==> src/hdl/cfg_serial_pkg.sv <==
// Purpose: Shared constants for the three-wire configuration link and both of its ends
// Assumes: 50 MHz system clock on both ends
// Notes:   Latch addresses, the test latch included, are fixed here for both ends
package cfg_serial_pkg;

    // Word format
    localparam int          WORD_BITS   = 24;
    localparam int          ADDR_MSB    = 23;
    localparam int          ADDR_LSB    = 21;
    localparam int          BODY_BITS   = 21;
    localparam logic [4:0]  BIT_LAST    = 5'h17;

    // Latch addresses
    localparam logic [2:0]  ADDR_FREQ0  = 3'h0;
    localparam logic [2:0]  ADDR_FREQ1  = 3'h1;
    localparam logic [2:0]  ADDR_GEN    = 3'h2;
    localparam logic [2:0]  ADDR_EN0    = 3'h3;
    localparam logic [2:0]  ADDR_EN1    = 3'h4;
    localparam logic [2:0]  ADDR_TEST   = 3'h7;
    localparam int          LATCH_COUNT = 8;

    // Enable word fields
    localparam int          LNA_LSB     = 0;
    localparam int          MIX_BIT     = 2;
    localparam int          IFA_BIT     = 3;
    localparam int          LIM_BIT     = 4;
    localparam int          SSI_BIT     = 5;
    localparam int          ROUTE_BIT   = 6;
    localparam int          LPF_BIT     = 7;
    localparam int          SLC_BIT     = 8;
    localparam int          PA_LSB      = 9;
    localparam int          OSC_BIT     = 11;
    localparam int          SYN_BIT     = 12;
    localparam int          FREQ_BITS   = 22;

    // Reset values
    localparam logic [20:0] LATCH_RESET = 21'h0;
    localparam logic [23:0] WORD_RESET  = 24'h000000;

    // Host link timing: half a serial clock period
    localparam int          CLK_MHZ     = 50;
    localparam int          HALF_NS     = 80;
    localparam int          HALF_CYC_I  = (HALF_NS * CLK_MHZ) / 1000;
    localparam logic [7:0]  HALF_CYC    = 8'(HALF_CYC_I < 1 ? 1 : HALF_CYC_I);

    // Host register map
    localparam logic [3:0]  REG_WORD    = 4'h0;
    localparam logic [3:0]  REG_STATUS  = 4'h4;
    localparam int          STAT_BUSY   = 0;
    localparam int          STAT_CNT    = 8;

endpackage : cfg_serial_pkg

==> src/hdl/cfg_link_if.sv <==
// Purpose: Three-wire one-way configuration link between host and device
// Assumes: Host drives every wire; device only listens
// Notes:   No clocking block; the bench joins both ends through this
`timescale 1ns/1ps
`default_nettype none
interface cfg_link_if;
    logic ser_clk;     // Serial clock from host
    logic ser_data;    // Serial data, MSB first
    logic strobe;      // Latch strobe

    modport host (output ser_clk, output ser_data, output strobe);
    modport dev  (input  ser_clk, input  ser_data, input  strobe);
endinterface : cfg_link_if
`default_nettype wire

==> src/hdl/cfg_latch_dev.sv <==
// Purpose: Device end: serial shift register, address decoded latches, enable outputs
// Assumes: Link wires are asynchronous to MCLK and sampled through two flops
//          Host drives clock, data and strobe; the device never answers
// Notes:   RST stands in for power-up; standby does not touch any latch
//          Latch bodies are 21 bits wide; the top frequency bit always reads zero
//
// Contract
// - shift data in on serial clock rise
// - strobe rise loads addressed latch
// - host keeps clock, data low during strobe
// - extra leading bits fall off the top
// - 24-bit words, first bit is MSB
// - port works in active and standby
// - host sends four words, resends changed
// - address 111 writes enter test mode
// - test mode stays until all-clear word
// - host clears test latch after power-up
// - bits 1:0 select amplifier gain mode
// - single-bit block enables, active high
// - bit 6 routes lowpass amp input
// - bits 10:9 power amplifier mode
// - host keeps oscillator enable set
// - bit 12 enables whole synthesizer
// - mode pin picks Mode0 or Mode1 set
// - demodulator auto enabled by three conditions
// - latches retained through standby
//
// The Avalon-MM interface to the registers and the address map were left to the implementer.
`timescale 1ns/1ps
`default_nettype none
module cfg_latch_dev
    import cfg_serial_pkg::*;
(
    input  wire logic        MCLK,
    input  wire logic        RST,
    cfg_link_if.dev          link,
    input  wire logic        MODE_SEL,
    input  wire logic        STANDBY,
    output logic [1:0]       LNA_GAIN_SEL,
    output logic             MIXER_EN,
    output logic             IF_AMP_EN,
    output logic             LIMITER_EN,
    output logic             STRENGTH_IND_EN,
    output logic             DEMOD_ROUTE_SEL,
    output logic             LOWPASS_AMP_EN,
    output logic             SLICER_EN,
    output logic [1:0]       TX_AMP_LEVEL,
    output logic             TX_MOD_EN,
    output logic             OSC_EN,
    output logic             SYNTH_EN,
    output logic             DEMOD_EN,
    output logic [21:0]      FREQ_SET,
    output logic [20:0]      GEN_CTRL,
    output logic             TEST_MODE,
    output logic             MODE_ACTIVE,
    output logic             LOAD_DONE
);

    logic [2:0]  clk_sync;
    logic [2:0]  stb_sync;
    logic [1:0]  dat_sync;
    logic [1:0]  mode_sync;
    logic [1:0]  stby_sync;
    logic        clk_rise;
    logic        stb_rise;
    logic [23:0] shift_word;
    logic [20:0] word_latch [LATCH_COUNT];
    logic [2:0]  load_addr;
    logic [20:0] en_word;
    logic [20:0] freq_word;

    // Two-flop synchronisers; a third stage on clock and strobe finds rising edges
    // Data and mode take no edge stage: they are read only as settled levels
    // A glitch shorter than one MCLK period may be missed, never doubled
    always_ff @(posedge MCLK or posedge RST) begin
        if (RST) begin
            clk_sync  <= 3'h0;
            stb_sync  <= 3'h0;
            dat_sync  <= 2'h0;
            mode_sync <= 2'h0;
            stby_sync <= 2'h0;
        end else begin
            clk_sync  <= {clk_sync[1:0], link.ser_clk};
            stb_sync  <= {stb_sync[1:0], link.strobe};
            dat_sync  <= {dat_sync[0], link.ser_data};
            mode_sync <= {mode_sync[0], MODE_SEL};
            stby_sync <= {stby_sync[0], STANDBY};
        end
    end

    // One pulse per rising edge, read only from settled stages
    assign clk_rise  = clk_sync[1] & ~clk_sync[2];
    assign stb_rise  = stb_sync[1] & ~stb_sync[2];
    assign load_addr = shift_word[ADDR_MSB:ADDR_LSB];

    // Shift register, oldest bit ends at the MSB; surplus leading bits drop out
    // The host keeps the clock low while strobing, so a shift never meets a load
    always_ff @(posedge MCLK or posedge RST) begin
        if (RST) begin
            shift_word <= WORD_RESET;
        end else if (clk_rise) begin
            shift_word <= {shift_word[WORD_BITS-2:0], dat_sync[1]};
        end
    end

    // Latch array: only the addressed entry loads; standby level is not a term here
    // Each entry loads only on a strobe rise carrying its own address
    // Entries five and six are stored for completeness but drive no output
    genvar gi;
    generate
        for (gi = 0; gi < LATCH_COUNT; gi++) begin : g_latch
            always_ff @(posedge MCLK or posedge RST) begin
                if (RST) begin
                    word_latch[gi] <= LATCH_RESET;
                end else if (stb_rise && load_addr == 3'(gi)) begin
                    word_latch[gi] <= shift_word[BODY_BITS-1:0];
                end
            end
        end
    endgenerate

    // Test mode: a load of the test latch with a nonzero body sets it, an all-zero body clears it
    // Only a power-on reset or the all-clear word brings the device out again
    always_ff @(posedge MCLK or posedge RST) begin
        if (RST) begin
            TEST_MODE <= 1'b0;
        end else if (stb_rise && load_addr == ADDR_TEST) begin
            TEST_MODE <= |shift_word[BODY_BITS-1:0];
        end
    end

    // Load acknowledge pulse, raised on the same edge that the latch takes the word
    // Outputs show the new word one cycle after this pulse
    always_ff @(posedge MCLK or posedge RST) begin
        if (RST) begin
            LOAD_DONE <= 1'b0;
        end else begin
            LOAD_DONE <= stb_rise;
        end
    end

    // Active enable word follows the mode pin
    // Whole word sets swap at once, so no reprogramming is needed to switch
    assign en_word = mode_sync[1] ? word_latch[ADDR_EN1] : word_latch[ADDR_EN0];

    // Active frequency word, picked by the same synchronised pin level
    assign freq_word = mode_sync[1] ? word_latch[ADDR_FREQ1] : word_latch[ADDR_FREQ0];

    // Registered decode of the active enable word
    // Amplifier codes 00 and 10 both mean off; the analog side decodes that
    always_ff @(posedge MCLK or posedge RST) begin
        if (RST) begin
            LNA_GAIN_SEL    <= 2'h0;
            MIXER_EN        <= 1'b0;
            IF_AMP_EN       <= 1'b0;
            LIMITER_EN      <= 1'b0;
            STRENGTH_IND_EN <= 1'b0;
            DEMOD_ROUTE_SEL <= 1'b0;
            LOWPASS_AMP_EN  <= 1'b0;
            SLICER_EN       <= 1'b0;
            TX_AMP_LEVEL    <= 2'h0;
            TX_MOD_EN       <= 1'b0;
            OSC_EN          <= 1'b0;
            SYNTH_EN        <= 1'b0;
            DEMOD_EN        <= 1'b0;
        end else begin
            LNA_GAIN_SEL    <= en_word[LNA_LSB+1:LNA_LSB];
            MIXER_EN        <= en_word[MIX_BIT];
            IF_AMP_EN       <= en_word[IFA_BIT];
            LIMITER_EN      <= en_word[LIM_BIT];
            STRENGTH_IND_EN <= en_word[SSI_BIT];
            DEMOD_ROUTE_SEL <= en_word[ROUTE_BIT];
            LOWPASS_AMP_EN  <= en_word[LPF_BIT];
            SLICER_EN       <= en_word[SLC_BIT];
            TX_AMP_LEVEL    <= en_word[PA_LSB+1:PA_LSB];
            TX_MOD_EN       <= |en_word[PA_LSB+1:PA_LSB];
            OSC_EN          <= en_word[OSC_BIT];
            SYNTH_EN        <= en_word[SYN_BIT];
            DEMOD_EN        <= en_word[LIM_BIT] & en_word[LPF_BIT]
                               & ~en_word[ROUTE_BIT];
        end
    end

    // Frequency and general words, mode indication
    // The body is one bit short of the frequency field, so its top bit is zero
    always_ff @(posedge MCLK or posedge RST) begin
        if (RST) begin
            FREQ_SET    <= 22'h0;
            GEN_CTRL    <= LATCH_RESET;
            MODE_ACTIVE <= 1'b0;
        end else begin
            FREQ_SET    <= {1'b0, freq_word};
            GEN_CTRL    <= word_latch[ADDR_GEN];
            MODE_ACTIVE <= mode_sync[1];
        end
    end

    // Standby is sampled but deliberately steers nothing: latches keep their content
    // A user may program in standby; nothing gates the shift or the load on it
    logic stby_seen;
    always_ff @(posedge MCLK or posedge RST) begin
        if (RST) begin
            stby_seen <= 1'b0;
        end else begin
            stby_seen <= stby_sync[1];
        end
    end

endmodule : cfg_latch_dev
`default_nettype wire

==> src/flat_wrapper.sv <==
// flat-port wrapper written by rule: the top's interface ports become plain ports
module cfg_latch_dev_flat import cfg_serial_pkg::*;
  (MCLK, RST, MODE_SEL, STANDBY, LNA_GAIN_SEL, MIXER_EN, IF_AMP_EN, LIMITER_EN, STRENGTH_IND_EN, DEMOD_ROUTE_SEL, LOWPASS_AMP_EN, SLICER_EN, TX_AMP_LEVEL, TX_MOD_EN, OSC_EN, SYNTH_EN, DEMOD_EN, FREQ_SET, GEN_CTRL, TEST_MODE, MODE_ACTIVE, LOAD_DONE, link_ser_clk, link_ser_data, link_strobe);
  cfg_link_if link_i ();
  input  wire logic MCLK;
  input  wire logic RST;
  input  wire logic MODE_SEL;
  input  wire logic STANDBY;
  output logic [1:0] LNA_GAIN_SEL;
  output logic MIXER_EN;
  output logic IF_AMP_EN;
  output logic LIMITER_EN;
  output logic STRENGTH_IND_EN;
  output logic DEMOD_ROUTE_SEL;
  output logic LOWPASS_AMP_EN;
  output logic SLICER_EN;
  output logic [1:0] TX_AMP_LEVEL;
  output logic TX_MOD_EN;
  output logic OSC_EN;
  output logic SYNTH_EN;
  output logic DEMOD_EN;
  output logic [21:0] FREQ_SET;
  output logic [20:0] GEN_CTRL;
  output logic TEST_MODE;
  output logic MODE_ACTIVE;
  output logic LOAD_DONE;
  input wire logic [$bits(link_i.ser_clk)-1:0] link_ser_clk;
  input wire logic [$bits(link_i.ser_data)-1:0] link_ser_data;
  input wire logic [$bits(link_i.strobe)-1:0] link_strobe;
  assign link_i.ser_clk = link_ser_clk;
  assign link_i.ser_data = link_ser_data;
  assign link_i.strobe = link_strobe;
  cfg_latch_dev u_core (.MCLK(MCLK), .RST(RST), .link(link_i), .MODE_SEL(MODE_SEL), .STANDBY(STANDBY), .LNA_GAIN_SEL(LNA_GAIN_SEL), .MIXER_EN(MIXER_EN), .IF_AMP_EN(IF_AMP_EN), .LIMITER_EN(LIMITER_EN), .STRENGTH_IND_EN(STRENGTH_IND_EN), .DEMOD_ROUTE_SEL(DEMOD_ROUTE_SEL), .LOWPASS_AMP_EN(LOWPASS_AMP_EN), .SLICER_EN(SLICER_EN), .TX_AMP_LEVEL(TX_AMP_LEVEL), .TX_MOD_EN(TX_MOD_EN), .OSC_EN(OSC_EN), .SYNTH_EN(SYNTH_EN), .DEMOD_EN(DEMOD_EN), .FREQ_SET(FREQ_SET), .GEN_CTRL(GEN_CTRL), .TEST_MODE(TEST_MODE), .MODE_ACTIVE(MODE_ACTIVE), .LOAD_DONE(LOAD_DONE));
endmodule
==> config.mk <==
export PLATFORM = sky130hd
export DESIGN_NAME = cfg_latch_dev_flat
export DESIGN_NICKNAME = d
export VERILOG_FILES = /design/src/hdl/cfg_serial_pkg.sv /design/src/hdl/cfg_link_if.sv /design/src/hdl/cfg_latch_dev.sv /design/src/flat_wrapper.sv
export SDC_FILE = /design/constraint.sdc
export NUM_CORES = 1
export LEC_CHECK = 0
export BUFFER_PORTS_ARGS = -buffer_cell sky130_fd_sc_hd__buf_2
export CAP_MARGIN = 20
export CORE_MARGIN = 2
export CORE_UTILIZATION = 45
export CTS_CLUSTER_DIAMETER = 100
export DETAILED_ROUTE_END_ITERATION = 8
export PLACE_DENSITY = 0.72
export SETUP_SLACK_MARGIN = 0.05
export SYNTH_ARGS = -nofsm -noshare
export SYNTH_HDL_FRONTEND = slang
export SYNTH_SLANG_ARGS = --single-unit
==> constraint.sdc <==
create_clock -name MCLK -period 13.1 [get_ports MCLK]
set_input_delay 1.31 -clock MCLK [delete_from_list [all_inputs] [get_ports MCLK]]
set_output_delay 1.31 -clock MCLK [all_outputs]
set_load 0.02 [all_outputs]
==> Word-level counts from Yosys, hierarchy flattened <==
Cells that the tools add are included.
{ "classes": {"bitwise": 7, "eq_ne": 5, "n_reduce_logical": 9, "mux": 2} }
{ "op_table": {"columns": ["cell", "count"], "rows": [
  ["$mux 21", 1],
  ["$reduce_or 21->1", 1],
  ["$mux 13", 1],
  ["$eq 3x2->1 const B", 2],
  ["$eq 3x3->1 const B", 2],
  ["$logic_and 1x1->1", 6],
  ["$and 1x1->1", 4],
  ["$eq 3x1->1 const B", 1],
  ["$logic_not 3->1", 1],
  ["$not 1->1", 3],
  ["$reduce_or 2->1", 1]
]} }
{ "totals": {"input_bits": 7, "ff_bits": 183, "out_inout_bits": 61, "word_cells": 51} }

==> Longest topological paths before layout <==
{ "logic_depth": {"depth_word": 3, "ltp_mapped": 5, "mapped_depth_nobuf": 3} }

==> Worst setup path before layout <==
No wires, ideal clock.
{ "synth_path": {"kind": "flip-flop to output port", "start": "register u_core.TEST_MODE", "end": "output TEST_MODE", "t_arrival_ns": 0.423, "path_slack_ns": 11.367, "t_required_ns": 11.790, "path_stages_with_launch": 1, "n_path_buf": 0, "cell_sequence": "dfrtp_1"} }
{ "synth_rtl": {"columns": ["item", "line", "rtl"], "rows": [
  ["from (decl)", "cfg_latch_dev.sv:54", "output logic TEST_MODE,"],
  ["from (signal assigned)", "cfg_latch_dev.sv:128", "TEST_MODE <= |shift_word[BODY_BITS-1:0];"],
  ["to (decl)", "flat_wrapper.sv:24", "output logic TEST_MODE;"]
]} }
No word-level cell between the ends.

==> flow_summary.toml <==
[timing]
max_freq_ghz = 0.388
relSlewSlack_pct = 28.9
worst_pin_slew_ps = 1060
rsz0062_at_grt = "no"
post-route-period-util_pct = 19.7
hold_viol_final = 0
tns_ps = 0
fin_skew_ps = 6.86
drv_slew = 0
setup_viol = 0
period_needed_ps = 2580

[global_route]
antenna_found_initial = 0
grt_pass1_wl_microns = 18400
grt.total_usage_pct = 15.0
grt_max_degree = 113
grt_pass1_vias = 3486
grt_overflow = 0

[setup_path]
crit_path_end_kind = "async pin"
r2r-end = "u_core.word_latch[165]"
crit_chain = "buf_2, inv_6, buf_4"
cp_slowest_cell = "buf_4"
crit_start = "RST"
start_kind = "input port"
ff2ff_path_depth = 3
endpoint = "u_core.word_latch[149]"
critPathArrivalTime_ps = 3000
required_ps = 13520
r2r_start = "u_core.stb_sync[2]"
cpPeakStageDelay_ps = 840
cp_max_fo = 112
reg2reg_slack_ps = 11040
worstSetupPathType = "input port to async pin"

[die]
dieArea_sq_um = 15600
start_util_pct = 45.7
core_sq_um = 14400
die_h_microns = 125
ios = 68
rows = 44
die_x_microns = 125

[synthesis]
synth_edf_count = 0
synth_area_sq_um = 6560
avgSynthCellArea_sq_um = 17.6
syn_nets = 379
synth_seq_cells = 183
yosys.area_share.adder_pct = 0
synthFlopType = "dfrtp_1"
ys_types = 27
synth_top_family_by_area = "multiplexers"
yosysWarnings = 0
synth-simple-area-share_pct = 2.17
synth_compound_area_share_pct = 0.286
synth-xor-area-share_pct = 0
synth-seq-area-share_pct = 69.8
async_flop_share_pct = 100
synthMuxAreaShare_pct = 25.8
netlist_instances = 372

[worst_hold_path]
hold_path_depth = 0
min_path_type = "flop to flop"

[clock_network]
clk_latency_ps = 410
cts_buffers = 17
cts_tree = "yes"
ctsHtreeMaxLevel = 4
path_clk_slew_ps = 60
cts_hold_buf = 0
cts_root_buf = "clkbuf_16"
cts_resized = 0
cts_max_path_buffers = 2
cts.sinks = 183
postCtsSetupBuffers = 0

[power]
p_leak_nw = 3.99
power.total_mw = 1.28
power_density_nw_per_um2 = 168
ir_worst_vdd_mv = 0.105

[route]
vias = 3162
vias_per_cell = 4.95
ant_nets = 0
dr.pass1.iters = 5
wl_per_cell_microns = 16.9
drc = 0
drt_wl_total_microns = 10800
drtIter0Drc = 198

[place]
place.gp.congestion = 0.732
dpl_cell_area_sq_um = 7020
io_buffers = 65
hpwlAfterDp_microns = 6290

[finish]
num_antenna_cells = 0
finalInstanceArea_sq_um = 7610
final_cell_mix = "183 x dfrtp_1, 133 x mux2_2, 65 x buf_2, 17 x clkbuf_16, 10 x mux2_4"
mostFrequentLayoutCell = "dfrtp_1"
fillers = 1138
layout.nets = 449
synthToLayoutAreaGrowth_pct = 16.0
drive_above_1_share_pct = 54.3

[run]
maxCapViolations = 0

[status]
outcome = "finished, final reports clean"
## synth_stat cells, types with 2 or more instances
library cell	number	share of area, %
nor2_1	2	0.11
mux2_4	10	2.3
dfrtp_1	183	70
buf_2	10	0.76
mux2_1	4	0.69
nor4_1	4	0.38
mux2_2	133	23
nand3b_2	2	0.34
buf_6	2	0.34
buf_4	3	0.34
nand2_1	3	0.17
## state kept, by name (all words and copies together), names as in the netlist, 2 cells and up
name	flops
u_core.word_latch	89
u_core.shift_word	24
u_core.FREQ_SET	21
u_core.GEN_CTRL	21
u_core.clk_sync	3
u_core.stb_sync	3
u_core.LNA_GAIN_SEL	2
u_core.TX_AMP_LEVEL	2
u_core.dat_sync	2
u_core.mode_sync	2
## kinds of logic (layout without fill, tap and decap cells)
logic type / Yosys count / count (layout)
AOI/OAI and AO/OA: 2 / 2
buffers and inverters: 18 / 101
DFF: 183 / 183
muxes: 147 / 147
other: 1 / 1
and+or+nand+nor: 21 / 21
## critical path: cells and delay by family
kind | cells | cell delay [ps]
buffers and inverters | 3 | 1620
## metrics by stage
step | worst slack [ps] | hold slack, ps | util (%) | std cells
2_1_floorplan | 6820 | 331 | - | 372
3_3_place_gp | 10060 | 332 | 48.8 | 606
3_5_place_dp | 9980 | 335 | 48.8 | 606
4_1_cts | 10410 | 350 | 52.9 | 638
5_1_grt | 10140 | 357 | 53.0 | 639
6_report | 10520 | 346 | 53.0 | 639
## final cells by class
cell class                      count  area [sq um]  area share [%]
Tap cell                          184           230            3.03
Clock buffer                       22           484            6.36
Inverter                            1          8.76           0.115
Clock inverter                     10          93.8            1.23
Multi-Input combinational cell    171          1860            24.4
Timing Repair Buffer               68           355            4.67
Sequential cell                   183          4580            60.2
## how the worst min path moves through the flow
stage / end / slack (ps) / start
detailed placement: u_core.stb_sync[1] / 330 / u_core.stb_sync[0]
global route: u_core.mode_sync[1] / 360 / u_core.mode_sync[0]
global placement: u_core.clk_sync[1] / 330 / u_core.clk_sync[0]
CTS: u_core.mode_sync[1] / 350 / u_core.mode_sync[0]
finish: u_core.mode_sync[1] / 350 / u_core.mode_sync[0]
floorplan: u_core.clk_sync[1] / 330 / u_core.clk_sync[0]
## layer usage
| layer | vias to the layer above | GRT usage [%] | part of all wire [%] |
|---|---|---|---|
| li1 | 1444 | - | - |
| met1 | 1652 | 19.8 | 47 |
| met2 | 55 | 23.6 | 48 |
| met3 | 11 | 4.47 | 3.7 |
| met4 | 0 | 5.55 | 1.5 |
| met5 | - | 0 | 0 |
## report_power, final
group	total [mW]	switching [mW]	leakage, nW	internal, mW
logic	0.112	0.0538	1.24	0.0580
registers	0.679	0.0583	2.47	0.620
clock network	0.488	0.205	0.279	0.282
total	1.28	0.317	3.99	0.961
Note: power is estimated with default switching activity, not from simulation.
